### src/rbes_map.svh
// Purpose: Offsets, fields, reset values and counts of the return buffer / error stack
// Assumes: 32-bit AHB-Lite register bus, word aligned
// Notes:   Definitions only
`ifndef RBES_MAP_SVH
`define RBES_MAP_SVH
// =====================================================
// Register offsets
`define RBES_OFS_STATUS     8'h00
`define RBES_OFS_RET_DATA   8'h04
`define RBES_OFS_ERR_DATA   8'h08
`define RBES_OFS_INT_STAT   8'h0c
`define RBES_OFS_INT_MASK   8'h10
`define RBES_OFS_CTRL       8'h14
`define RBES_OFS_CMD_DATA   8'h18
// =====================================================
// Status word bits
`define RBES_ST_DATA_AVAIL  0
`define RBES_ST_ERR_PEND    1
`define RBES_ST_MAY_WRITE   2
`define RBES_ST_PKT_ERR     3
// Interrupt status bits
`define RBES_IS_RET_DATA    0
`define RBES_IS_ERROR       1
`define RBES_IS_PKT_ERR     2
`define RBES_IS_WIDTH       3
// Control bits
`define RBES_CTRL_FLUSH     0
// =====================================================
// Depths and codes
`define RBES_RET_DEPTH      16
`define RBES_ERR_DEPTH      10
`define RBES_CMD_DEPTH      16
`define RBES_CODE_NO_ERROR      32'sd0
`define RBES_CODE_ACCEPT_TIMEOUT -32'sd70001
`define RBES_CODE_BAD_PACKET    -32'sd70002
`define RBES_CODE_RET_OVERFLOW  -32'sd70003
`define RBES_MASK_RST       3'h0
`endif

### src/rbes_pkg.sv
// Purpose: Types of the return buffer / error stack
// Assumes: Nothing
// Notes:   Constants live in rbes_map.svh
package rbes_pkg;
   typedef struct packed {
      logic [7:0]  cmd_id;
      logic [7:0]  res_id;
      logic [31:0] code;
   } rbes_err_s;
   typedef struct packed {
      logic        valid;
      logic [31:0] data;
   } rbes_word_s;
endpackage

### src/rbes_top.sv
// Purpose: Return data buffer and error message stack of a motion controller host port
// Assumes: One clock hclk at 100 MHz, AHB-Lite slave, asynchronous active-low reset
// Notes:   Command queue is modelled only as far as the write handshake and packet check
`timescale 1ns/1ps
`include "rbes_map.svh"
// Overview of operation
// - return data queued first in, sixteen deep
// - data-available flag while return buffer non-empty
// - full buffer drops data, records error
// - modal error pushes command, resource, code
// - error stack returns newest entry first
// - error-pending clears when stack empties
// - stack holds ten, discards when full
// - code zero none; accept timeout code
// - bad packet code on incomplete packets
// - packet: identifier, command words, terminator
// - command queue sixteen; full holds host off
module rbes_top
   import rbes_pkg::*;
#(
   parameter int RET_DEPTH = `RBES_RET_DEPTH,
   parameter int ERR_DEPTH = `RBES_ERR_DEPTH,
   parameter int CMD_DEPTH = `RBES_CMD_DEPTH
) (
   input  wire logic        hclk,
   input  wire logic        hresetn,
   input  wire logic        ce,
   input  wire logic        hsel,
   input  wire logic [7:0]  haddr,
   input  wire logic [1:0]  htrans,
   input  wire logic        hwrite,
   input  wire logic [2:0]  hsize,
   input  wire logic        hready,
   input  wire logic [31:0] hwdata,
   output logic      [31:0] hrdata,
   output logic             hreadyout,
   output logic             hresp,
   output logic             irq,
   input  rbes_word_s       ret_in,
   input  wire logic        modal_err,
   input  rbes_err_s        modal_ent,
   input  wire logic        cmd_pop,
   output rbes_word_s       cmd_out
);
   localparam int RW = $clog2(RET_DEPTH);
   localparam int RC = $clog2(RET_DEPTH + 1);
   localparam int QW = $clog2(CMD_DEPTH);
   localparam int QC = $clog2(CMD_DEPTH + 1);

   typedef enum logic [1:0] {PK_IDLE, PK_BODY} rbes_pkt_e;

   // ==================================================
   // Bus address phase capture
   logic            ph_valid_r;
   logic            ph_write_r;
   logic [7:0]      ph_addr_r;
   logic            rd_ret;
   logic            rd_err;
   logic            wr_hit;
   logic            wr_int_stat;
   logic            wr_int_mask;
   logic            wr_ctrl;
   logic            wr_cmd;

   always_ff @(posedge hclk or negedge hresetn) begin
      if (!hresetn) begin
         ph_valid_r <= 1'b0;
         ph_write_r <= 1'b0;
         ph_addr_r  <= 8'h00;
      end else if (ce && hready) begin
         ph_valid_r <= hsel && htrans[1];
         ph_write_r <= hwrite;
         ph_addr_r  <= haddr;
      end
   end

   // Pops happen on the address phase so the data phase shows the popped entry
   logic addr_rd;
   assign addr_rd = ce && hready && hsel && htrans[1] && !hwrite;
   assign rd_ret  = addr_rd && (haddr == `RBES_OFS_RET_DATA);
   assign rd_err  = addr_rd && (haddr == `RBES_OFS_ERR_DATA);
   assign wr_hit      = ce && ph_valid_r && ph_write_r;
   assign wr_int_stat = wr_hit && (ph_addr_r == `RBES_OFS_INT_STAT);
   assign wr_int_mask = wr_hit && (ph_addr_r == `RBES_OFS_INT_MASK);
   assign wr_ctrl     = wr_hit && (ph_addr_r == `RBES_OFS_CTRL);
   assign wr_cmd      = wr_hit && (ph_addr_r == `RBES_OFS_CMD_DATA);

   // ==================================================
   // Control
   logic flush;
   assign flush = wr_ctrl && hwdata[`RBES_CTRL_FLUSH];

   // ==================================================
   // Command queue and packet check
   logic [31:0]     cmd_mem [CMD_DEPTH];
   logic [QW-1:0]   cq_wp_r;
   logic [QW-1:0]   cq_rp_r;
   logic [QC-1:0]   cq_cnt_r;
   logic            cq_full;
   logic            cq_push;
   logic            cq_pop;
   rbes_pkt_e       pk_state_r;
   logic            pkt_err;
   logic            cmd_dropped;

   assign cq_full = (cq_cnt_r == QC'(CMD_DEPTH));
   assign cq_push = wr_cmd && !cq_full;
   assign cq_pop  = ce && cmd_pop && (cq_cnt_r != '0);
   // Word written while the host was held off is a protocol fault
   assign cmd_dropped = wr_cmd && cq_full;

   always_ff @(posedge hclk or negedge hresetn) begin
      if (!hresetn) begin
         cq_wp_r  <= '0;
         cq_rp_r  <= '0;
         cq_cnt_r <= '0;
      end else if (ce) begin
         if (cq_push) begin
            cq_wp_r <= (cq_wp_r == QW'(CMD_DEPTH - 1)) ? '0 : cq_wp_r + QW'(1);
         end
         if (cq_pop) begin
            cq_rp_r <= (cq_rp_r == QW'(CMD_DEPTH - 1)) ? '0 : cq_rp_r + QW'(1);
         end
         cq_cnt_r <= cq_cnt_r + QC'(cq_push) - QC'(cq_pop);
      end
   end

   always_ff @(posedge hclk) begin
      if (cq_push) begin
         cmd_mem[cq_wp_r] <= hwdata;
      end
   end

   always_ff @(posedge hclk or negedge hresetn) begin
      if (!hresetn) begin
         cmd_out <= '0;
      end else if (ce) begin
         cmd_out.valid <= cq_pop;
         cmd_out.data  <= cq_pop ? cmd_mem[cq_rp_r] : 32'h0000_0000;
      end
   end

   // Packet framing: bit 31 marks identifier, bit 30 marks terminator
   always_ff @(posedge hclk or negedge hresetn) begin
      if (!hresetn) begin
         pk_state_r <= PK_IDLE;
      end else if (ce && cq_push) begin
         unique case (pk_state_r)
            PK_IDLE: begin
               if (hwdata[31]) begin
                  pk_state_r <= PK_BODY;
               end
            end
            PK_BODY: begin
               if (hwdata[30] || hwdata[31]) begin
                  pk_state_r <= hwdata[31] ? PK_BODY : PK_IDLE;
               end
            end
         endcase
      end
   end

   assign pkt_err = cq_push && (((pk_state_r == PK_IDLE) && !hwdata[31])
                    || ((pk_state_r == PK_BODY) && hwdata[31]));

   logic pkt_err_r;
   always_ff @(posedge hclk or negedge hresetn) begin
      if (!hresetn) begin
         pkt_err_r <= 1'b0;
      end else if (ce) begin
         if (pkt_err) begin
            pkt_err_r <= 1'b1;
         end else if (flush) begin
            pkt_err_r <= 1'b0;
         end
      end
   end

   // ==================================================
   // Return FIFO
   logic [31:0]     ret_mem [RET_DEPTH];
   logic [RW-1:0]   rf_wp_r;
   logic [RW-1:0]   rf_rp_r;
   logic [RC-1:0]   rf_cnt_r;
   logic            rf_full;
   logic            rf_push;
   logic            rf_pop;
   logic            rf_ovf;

   assign rf_full = (rf_cnt_r == RC'(RET_DEPTH));
   assign rf_pop  = rd_ret && (rf_cnt_r != '0);
   assign rf_push = ce && ret_in.valid && (!rf_full || rf_pop);
   assign rf_ovf  = ce && ret_in.valid && rf_full && !rf_pop;

   always_ff @(posedge hclk or negedge hresetn) begin
      if (!hresetn) begin
         rf_wp_r  <= '0;
         rf_rp_r  <= '0;
         rf_cnt_r <= '0;
      end else if (ce) begin
         if (flush) begin
            rf_wp_r  <= '0;
            rf_rp_r  <= '0;
            rf_cnt_r <= '0;
         end else begin
            if (rf_push) begin
               rf_wp_r <= (rf_wp_r == RW'(RET_DEPTH - 1)) ? '0 : rf_wp_r + RW'(1);
            end
            if (rf_pop) begin
               rf_rp_r <= (rf_rp_r == RW'(RET_DEPTH - 1)) ? '0 : rf_rp_r + RW'(1);
            end
            rf_cnt_r <= rf_cnt_r + RC'(rf_push) - RC'(rf_pop);
         end
      end
   end

   always_ff @(posedge hclk) begin
      if (rf_push && !flush) begin
         ret_mem[rf_wp_r] <= ret_in.data;
      end
   end

   // ==================================================
   // Error stack
   rbes_err_s   es_push_ent;
   rbes_err_s   es_top;
   logic        es_push;
   logic        es_pending;
   logic        es_full;

   // Overflow and packet faults take precedence over a same-cycle modal error
   always_comb begin
      es_push_ent = modal_ent;
      if (rf_ovf) begin
         es_push_ent = '{cmd_id: 8'h00, res_id: 8'h00, code: `RBES_CODE_RET_OVERFLOW};
      end else if (pkt_err || cmd_dropped) begin
         es_push_ent = '{cmd_id: 8'h00, res_id: 8'h00,
                         code: cmd_dropped ? `RBES_CODE_ACCEPT_TIMEOUT
                                           : `RBES_CODE_BAD_PACKET};
      end
   end
   assign es_push = ce && (modal_err || rf_ovf || pkt_err || cmd_dropped);

   rbes_err_stack #(
      .DEPTH (ERR_DEPTH)
   ) u_err_stack (
      .hclk      (hclk),
      .hresetn   (hresetn),
      .ce        (ce),
      .clr       (flush),
      .push      (es_push),
      .push_ent  (es_push_ent),
      .pop       (rd_err),
      .top_ent   (es_top),
      .not_empty (es_pending),
      .full      (es_full)
   );

   // ==================================================
   // Status word and interrupts
   logic [31:0]               status_word;
   logic [`RBES_IS_WIDTH-1:0] int_stat_r;
   logic [`RBES_IS_WIDTH-1:0] int_mask_r;
   logic [`RBES_IS_WIDTH-1:0] int_evt;

   always_comb begin
      status_word = 32'h0000_0000;
      status_word[`RBES_ST_DATA_AVAIL] = (rf_cnt_r != '0);
      status_word[`RBES_ST_ERR_PEND]   = es_pending;
      status_word[`RBES_ST_MAY_WRITE]  = !cq_full;
      status_word[`RBES_ST_PKT_ERR]    = pkt_err_r;
   end

   assign int_evt = {pkt_err, es_push, rf_push};

   // Set wins over the write-one clear
   always_ff @(posedge hclk or negedge hresetn) begin
      if (!hresetn) begin
         int_stat_r <= '0;
         int_mask_r <= `RBES_MASK_RST;
      end else if (ce) begin
         int_stat_r <= (int_stat_r & ~(wr_int_stat ? hwdata[`RBES_IS_WIDTH-1:0] : '0))
                       | int_evt;
         if (wr_int_mask) begin
            int_mask_r <= hwdata[`RBES_IS_WIDTH-1:0];
         end
      end
   end

   always_ff @(posedge hclk or negedge hresetn) begin
      if (!hresetn) begin
         irq <= 1'b0;
      end else if (ce) begin
         irq <= |(int_stat_r & int_mask_r);
      end
   end

   // ==================================================
   // Read data, registered in the address phase
   logic [31:0] rd_mux;
   always_comb begin
      rd_mux = 32'h0000_0000;
      unique case (haddr)
         `RBES_OFS_STATUS:   rd_mux = status_word;
         `RBES_OFS_RET_DATA: rd_mux = (rf_cnt_r != '0) ? ret_mem[rf_rp_r] : 32'h0000_0000;
         `RBES_OFS_ERR_DATA: rd_mux = es_top.code;
         `RBES_OFS_INT_STAT: rd_mux = {29'h0, int_stat_r};
         `RBES_OFS_INT_MASK: rd_mux = {29'h0, int_mask_r};
         default:            rd_mux = 32'h0000_0000;
      endcase
   end

   always_ff @(posedge hclk or negedge hresetn) begin
      if (!hresetn) begin
         hrdata    <= 32'h0000_0000;
         hreadyout <= 1'b1;
         hresp     <= 1'b0;
      end else if (ce) begin
         hreadyout <= 1'b1;
         hresp     <= 1'b0;
         if (addr_rd) begin
            hrdata <= (haddr == `RBES_OFS_ERR_DATA)
                      ? {es_top.cmd_id, es_top.res_id, es_top.code[15:0]} : rd_mux;
         end
      end
   end
endmodule // rbes_top

### src/rbes_err_stack.sv
// Purpose: Last-in-first-out error message stack
// Assumes: Push and pop are single-cycle pulses on hclk
// Notes:   Full stack drops new pushes
`timescale 1ns/1ps
module rbes_err_stack
   import rbes_pkg::*;
#(
   parameter int DEPTH = 10
) (
   input  wire logic      hclk,
   input  wire logic      hresetn,
   input  wire logic      ce,
   input  wire logic      clr,
   input  wire logic      push,
   input  rbes_err_s      push_ent,
   input  wire logic      pop,
   output rbes_err_s      top_ent,
   output logic           not_empty,
   output logic           full
);
   localparam int CW = $clog2(DEPTH + 1);
   rbes_err_s         mem [DEPTH];
   logic [CW-1:0]     cnt_r;
   logic              do_push;
   logic              do_pop;

   assign full      = (cnt_r == CW'(DEPTH));
   assign not_empty = (cnt_r != '0);
   assign do_pop    = pop && not_empty;
   assign do_push   = push && !full;
   assign top_ent   = not_empty ? mem[cnt_r - CW'(1)] : '0;

   always_ff @(posedge hclk or negedge hresetn) begin
      if (!hresetn) begin
         cnt_r <= '0;
      end else if (ce) begin
         if (clr) begin
            cnt_r <= '0;
         end else if (do_push && do_pop) begin
            cnt_r <= cnt_r;
         end else if (do_push) begin
            cnt_r <= cnt_r + CW'(1);
         end else if (do_pop) begin
            cnt_r <= cnt_r - CW'(1);
         end
      end
   end

   // Simultaneous push and pop replaces the top entry
   always_ff @(posedge hclk) begin
      if (ce && !clr) begin
         if (do_push && do_pop) begin
            mem[cnt_r - CW'(1)] <= push_ent;
         end else if (do_push) begin
            mem[cnt_r] <= push_ent;
         end
      end
   end
endmodule // rbes_err_stack

### config.mk
export PLATFORM = sky130hd
export DESIGN_NAME = rbes_top
export DESIGN_NICKNAME = d
export VERILOG_FILES = /design/src/rbes_pkg.sv /design/src/rbes_top.sv /design/src/rbes_err_stack.sv
export VERILOG_INCLUDE_DIRS = /design/src
export SDC_FILE = /design/constraint.sdc
export NUM_CORES = 1
export LEC_CHECK = 0
export BUFFER_PORTS_ARGS = -buffer_cell sky130_fd_sc_hd__buf_2
export CAP_MARGIN = 20
export CORE_ASPECT_RATIO = 0.9
export CORE_MARGIN = 1.5
export CORE_UTILIZATION = 60
export DETAILED_ROUTE_END_ITERATION = 6
export MAX_ROUTING_LAYER = met4
export PLACE_DENSITY_LB_ADDON = 0.05
export SYNTH_ARGS = -nofsm -noshare
export SYNTH_HDL_FRONTEND = slang
export SYNTH_SLANG_ARGS = --single-unit
### constraint.sdc
create_clock -name hclk -period 12.8 [get_ports hclk]
set_input_delay 0.64 -clock hclk [delete_from_list [all_inputs] [get_ports hclk]]
set_output_delay 0.64 -clock hclk [all_outputs]
set_load 0.02 [all_outputs]
* After elaboration in Yosys (flattened, before gate mapping)
Memories as Yosys holds them, arrays and structs flattened. Index checks and enable logic that the tools add are counted.
Word-level totals: register bits after elaboration 115, output and inout bits 68, bits in writable memories 1504, input port bits 134, logic and storage cells 163, memory bits (read-only) 0, bits in latches 0, memories kept 3
Memory list:
- cmd_mem | depth 16, bits a word 32, read ports 1, clocked after memory_dff 0, write ports 1, line rbes_top.sv:95 | logic [31:0] cmd_mem [CMD_DEPTH];
- ret_mem | depth 16, bits a word 32, read ports 1, clocked after memory_dff 0, write ports 1, line rbes_top.sv:181 | logic [31:0] ret_mem [RET_DEPTH];
- u_err_stack.mem | depth 10, bits a word 48, read ports 1, clocked after memory_dff 0, write ports 1, line rbes_err_stack.sv:22 | rbes_err_s mem [DEPTH];
Cells by class: equal/unequal tests 19, $mul 0, $add $sub $neg 10, reductions and logical operators 67, divide/modulo/power cells 0, bitwise logic cells 4, shift operators 0, muxes and demuxes 42, magnitude comparators 0
Operators by type and width (number):
- 48-bit two-way mux | 4
- 32-bit case mux with 4 select lines | 1
- 32-bit two-way mux | 3
- 4-bit two-way mux | 13
- 48-bit OR reduction | 1
- 1-bit logical AND | 33
- 8-bit by 5-bit == test with 1-bit output (second input constant) | 4
- 8-bit by 4-bit == test with 1-bit output (second input constant) | 3
- 4-bit by 1-bit adder with 4-bit output (second input constant) | 5
- 4-bit == test (second input constant) | 5
- 1-bit two-way mux | 16
- 2-bit AND reduction | 7
- 5-bit by 1-bit adder with 5-bit output | 2
- 5-bit == test (second input constant) | 2
- 5-bit nonzero test | 2
- 5-bit by 1-bit subtractor with 5-bit output | 2
- 8-bit by 3-bit == test with 1-bit output (second input constant) | 1
- 8-bit logical NOT | 1
- 1-bit logical NOT | 7
- 1-bit logical OR | 7
- 3-bit bitwise AND | 2
- 3-bit AND reduction | 2
- 2-bit nonzero test | 3
- 5-bit two-way mux | 1
- 13 further kinds | 15

* Depth between registers and ports, before layout
word-level depth 19, gate-level depth with buffers 18, depth with buffers taken out 17

* Hierarchy
A second synthesis with hierarchy kept.
Second synthesis, totals: cells, all modules 2989, area total of the unflattened synthesis 63462.1 um2
By module, submodules not included:
- rbes_top | seq. area each 33502.1 um2, cells an instance 2080, area an instance 44422.6 um2, instances 1
- rbes_err_stack | seq. area each 14513.9 um2, cells an instance 909, area an instance 19039.5 um2, instances 1

* Least setup slack after synthesis
Ideal clock, no wire load.
path type register to register, start register ph_addr_r[0], end memory cmd_mem[3][0] (enable), path buffers 0, arrival time 4.756 ns, data required time 12.298 ns, library setup time 0.502 ns, stages on the path, launching flop included 6, clock period less this slack 5.258 ns, slack 7.542 ns, path through dfrtp_1 > or4_4 > or2_2 > nor3_4 > inv_2 > nor4_1
On the way: longest elaborated chain between the ends 5
Ends and longest elaborated chain:
- start, declared | line rbes_top.sv:56 | logic [7:0] ph_addr_r;
- start signal, assigned | line rbes_top.sv:73 | ph_addr_r <= haddr;
- 8-bit by 5-bit == test with 1-bit output (no line)
- 1-bit logical AND | line rbes_top.sv:86 | assign wr_cmd = wr_hit && (ph_addr_r == `RBES_OFS_CMD_DATA);
- 1-bit logical AND | line rbes_top.sv:107 | assign cq_push = wr_cmd && !cq_full;
- 1-bit two-way mux | line rbes_top.sv:129 | if (cq_push) begin
- 1-bit two-way mux (not written as such) | line rbes_top.sv:130 | cmd_mem[cq_wp_r] <= hwdata;
- end, declared | line rbes_top.sv:95
Every way passes these cells.

* Worst setup path after layout
start register u_err_stack.cnt_r[0], end memory u_err_stack.mem[9][37] (netlist bit) (enable)
On the way: longest elaborated chain between the ends 9, elaborated cells on any way between the ends 17, classes of those cells add/sub: 1; eq/ne: 1; mux: 9; reduce/logical: 6
Ends and longest elaborated chain:
- start, declared | line rbes_err_stack.sv:23 | logic [CW-1:0] cnt_r;
- start signal, assigned | line rbes_err_stack.sv:40 | cnt_r <= cnt_r;
- start signal, assigned | line rbes_err_stack.sv:42 | cnt_r <= cnt_r + CW'(1);
- start signal, assigned | line rbes_err_stack.sv:44 | cnt_r <= cnt_r - CW'(1);
- 4-bit == test | line rbes_err_stack.sv:27 | assign full = (cnt_r == CW'(DEPTH));
- 1-bit logical NOT | line rbes_err_stack.sv:30 | assign do_push = push && !full;
- 1-bit logical AND | line rbes_err_stack.sv:30
- 1-bit two-way mux / 1-bit logical AND (equally long branches) | line rbes_err_stack.sv:54, rbes_err_stack.sv:52
- 1-bit two-way mux | line rbes_err_stack.sv:52 | if (do_push && do_pop) begin
- 1-bit two-way mux | line rbes_err_stack.sv:51 | if (ce && !clr) begin
- 1-bit two-way mux (not written as such) | line rbes_err_stack.sv:55 | mem[cnt_r] <= push_ent;
- 48-bit OR reduction (no line)
- 4-bit two-way mux (no line) / 1-bit two-way mux (equally long branches)
- end, declared | line rbes_err_stack.sv:22
Several ways; a longest one is shown, not always the timed one.

==> flow_summary.rst <==
.. list-table::
   :header-rows: 1

   * - Metric
     - Value
   * - Antenna-violating nets left
     - 0
   * - Slew of the pin with the lowest slew margin
     - 1139 ps
   * - Hold/Removal Path Class
     - in2reg
   * - Final Max Tran Viols
     - 0
   * - Total clock buffers created by CTS
     - 143
   * - Synth cell types
     - 71
   * - Final worst-path cycle share
     - 37.50%
   * - Sequential fraction of the synthesis area
     - 76.44%
   * - Pre-CTS setup slack
     - 7979 ps
   * - Boundary Pins
     - 202
   * - Vias per Instance
     - 6.426
   * - GRT overflow
     - 0
   * - Worst-case vdd ir drop
     - 0.1736 mV
   * - Post-CTS Setup Bufs
     - 0
   * - Maximum number of pins on one net before global-route repair
     - 101
   * - Maximum clock skew at final layout
     - 22.64 ps
   * - Core Util, Final
     - 68.57%
   * - CP required
     - 13200 ps
   * - Max Cap Viol
     - 0
   * - Critical path class
     - reg2reg
   * - Gpl congestion
     - 0.8061
   * - Startpoint type of the worst setup path
     - register
   * - Int Power
     - 8.962 mW
   * - Total global-route track usage
     - 27.12%
   * - Cells resized by post-CTS repair
     - 0
   * - Routed via count
     - 26842
   * - Final hold violation count
     - 0
   * - Fraction of registers with async set or reset after synthesis
     - 7.819%
   * - Relative area change from synthesis to final layout
     - 12.93%
   * - First-pass iteration count of the detailed router
     - 5
   * - Clock slew at the register clock pins of the worst setup and hold paths
     - 60 ps
   * - Fraction of layout instances using a drive strength above 1
     - 31.22%
   * - Number of global-route vias before repair
     - 27655
   * - Num rows
     - 106
   * - Largest buffer count on any clock path
     - 3
   * - Worst-path fanout max
     - 41
   * - Starting Density
     - 60.72%
   * - Max Clk Rate
     - 0.2083 GHz
   * - Fraction of power consumed by the clock network
     - 33.4%
   * - Number of synthesis warnings
     - 0
   * - Share of total power consumed by net switching
     - 26.17%
   * - Hpwl dp
     - 64.55 mm
   * - Count of nets after finishing
     - 2969
   * - Worst hold slack after final layout
     - 163.8 ps
   * - Initial antenna violation count
     - 13
   * - Sinks on the clock net
     - 1458
   * - Combinational group share of total power
     - 19.5%
   * - Status
     - complete, no violations
   * - Cell count after synthesis
     - 2560
   * - Count of flip-flops with a built-in enable after synthesis
     - 1344
   * - Total negative setup slack
     - 0 ps
   * - Wire length of the first global-routing pass
     - 181.1 mm
   * - Most frequent cells in the layout
     - edfxtp_1 (1344), mux4_2 (384), buf_2 (178)
   * - Mapped Area
     - 56530 um^2
   * - Total wire length after detailed routing
     - 123.0 mm
   * - Port buffer count
     - 179
   * - Max-slew headroom
     - 24.04%
   * - Horizontal extent of the die
     - 326.6 um
   * - Total power divided by cell area
     - 190.2 nW/um^2
   * - Most common cell after layout, fill and taps aside
     - edfxtp_1
   * - Final critical delay including setup and external delays
     - 4801 ps
   * - Synthesized flop and latch total
     - 1458
   * - Number of setup violations in the final report
     - 0
   * - Mean area per synthesized cell
     - 22.08 um^2
   * - Reported net switching power
     - 3.177 mW
   * - Predominant post-synthesis flop cell
     - edfxtp_1
   * - Pleak
     - 20.70 nW
   * - Htree depth
     - 4
   * - RSZ-0062 raised after global routing
     - false
   * - DRC violations left
     - 0
   * - Area of the placeable core
     - 93100 um^2
   * - Category of the worst setup path capture point
     - register
   * - Wire length per cell after detailed routing
     - 29.45 um
   * - DRC marker count from the first detailed-route iteration
     - 2973
   * - Number of hold buffers added after cts
     - 1
   * - Data arrival time of the critical path
     - 5200 ps
   * - Clock Tree Root
     - clkbuf_16
   * - Die Outline Area
     - 96080 um^2
   * - Skew-Pair Late Insertion Delay
     - 740 ps
   * - TritonCTS clock tree
     - built
   * - Setup WS post-layout
     - 7999 ps
   * - Sequential share of power
     - 47.1%
   * - Vertical extent of the die
     - 294.2 um
   * - Post-synthesis net count
     - 2723
synthesized netlist by cell type (17+ instances only):
library cell | count | area share, %
nor2_1 | 57 | 0.38
nand2_1 | 46 | 0.31
a211oi_1 | 61 | 0.81
o21ai_0 | 22 | 0.19
buf_2 | 31 | 0.27
a221o_1 | 29 | 0.51
mux2i_1 | 38 | 0.67
nor2b_1 | 34 | 0.38
and2_1 | 25 | 0.28
a22o_1 | 33 | 0.51
clkbuf_1 | 96 | 0.64
inv_1 | 30 | 0.20
a21oi_1 | 17 | 0.15
ha_1 | 27 | 0.60
dfrtp_1 | 114 | 5.0
mux4_2 | 384 | 15
edfxtp_1 | 1344 | 71
buf_1 | 18 | 0.12
power by group through the flow:
stage          Combinational [mW]  Clock [mW]  Sequential, mW
2_1_floorplan                1.82           0            5.70
3_3_place_gp                 2.34           0            5.80
3_5_place_dp                 2.39           0            5.82
4_1_cts                      2.40        4.12            5.72
5_1_grt                      2.55        4.31            5.75
6_report                     2.37        4.05            5.71
worst max-delay path, stage by stage (launching register included):
cell	delay, ps
dfrtp_4	830
clkinv_1	450
ha_2	300
nor3b_1	150
nor3b_1	370
and3_1	530
nor2_1	150
a2111oi_0	480
a211oi_1	210
nor2_4	540
buf_4	440
final timing paths:
path	start	to	slack [ps]	cells past startpoint
min	haddr[0]	ph_addr_r[0]	160	2
min in group asynchronous	hresetn	cmd_out[25]	530	2
max	u_err_stack.cnt_r[0]	u_err_stack.mem[9][37]	8000	10
max reg2reg	u_err_stack.cnt_r[0]	u_err_stack.mem[9][37]	8000	10
max in group asynchronous	hresetn	rf_rp_r[0]	11020	3
min reg2reg	cmd_out[32]	cmd_out[32]	490	1
per-layer routing:
layer	track usage, %	vias to the layer above	wire [um]
li1	-	11273	-
met1	38.53	14347	51280
met2	41.02	1051	59760
met3	5.379	171	9434
met4	7.453	0	2523
met5	-	-	0
layout make-up:
cell class | count | area [um^2]
timing repair buffer | 249 | 1455
clock inverter | 57 | 440.4
clock buffer | 206 | 4106
tap | 1242 | 1554
multi-input combinational | 922 | 12900
inverter | 32 | 120.1
fill | 5797 | 29260
antenna | 11 | 27.53
sequential | 1458 | 43240
registers in the layout, summed over array words and instances (netlist names), 5 cells and up:
register / count
cmd_out: 33
cq_cnt_r: 5
ret_mem: 512
cmd_mem: 512
hrdata: 32
u_err_stack.mem: 320
ph_addr_r: 8
rf_cnt_r: 5
logic make-up (layout without fill, tap and decap cells):
family,Yosys count,after routing,synth area share [%]
xor+xnor,18,18,0.2789
compound gates,200,200,2.791
mux,436,436,16.25
other cells,2,13,0.01328
buf+inv,180,544,1.290
flops,1458,1458,76.44
simple gates,236,236,2.253
fa+ha+maj,30,30,0.6883
metrics by stage:
step           total power [mW]  instances  instance area [um^2]
3_5_place_dp              8.206       3901                 59240
5_1_grt                   12.60       4176                 63840
3_3_place_gp              8.140       3901                 59240
6_report                  12.14       4177                 63840
4_1_cts                   12.24       4165                 63790
2_1_floorplan             7.522       2560                 56530
(Power assumes the default switching activity.)
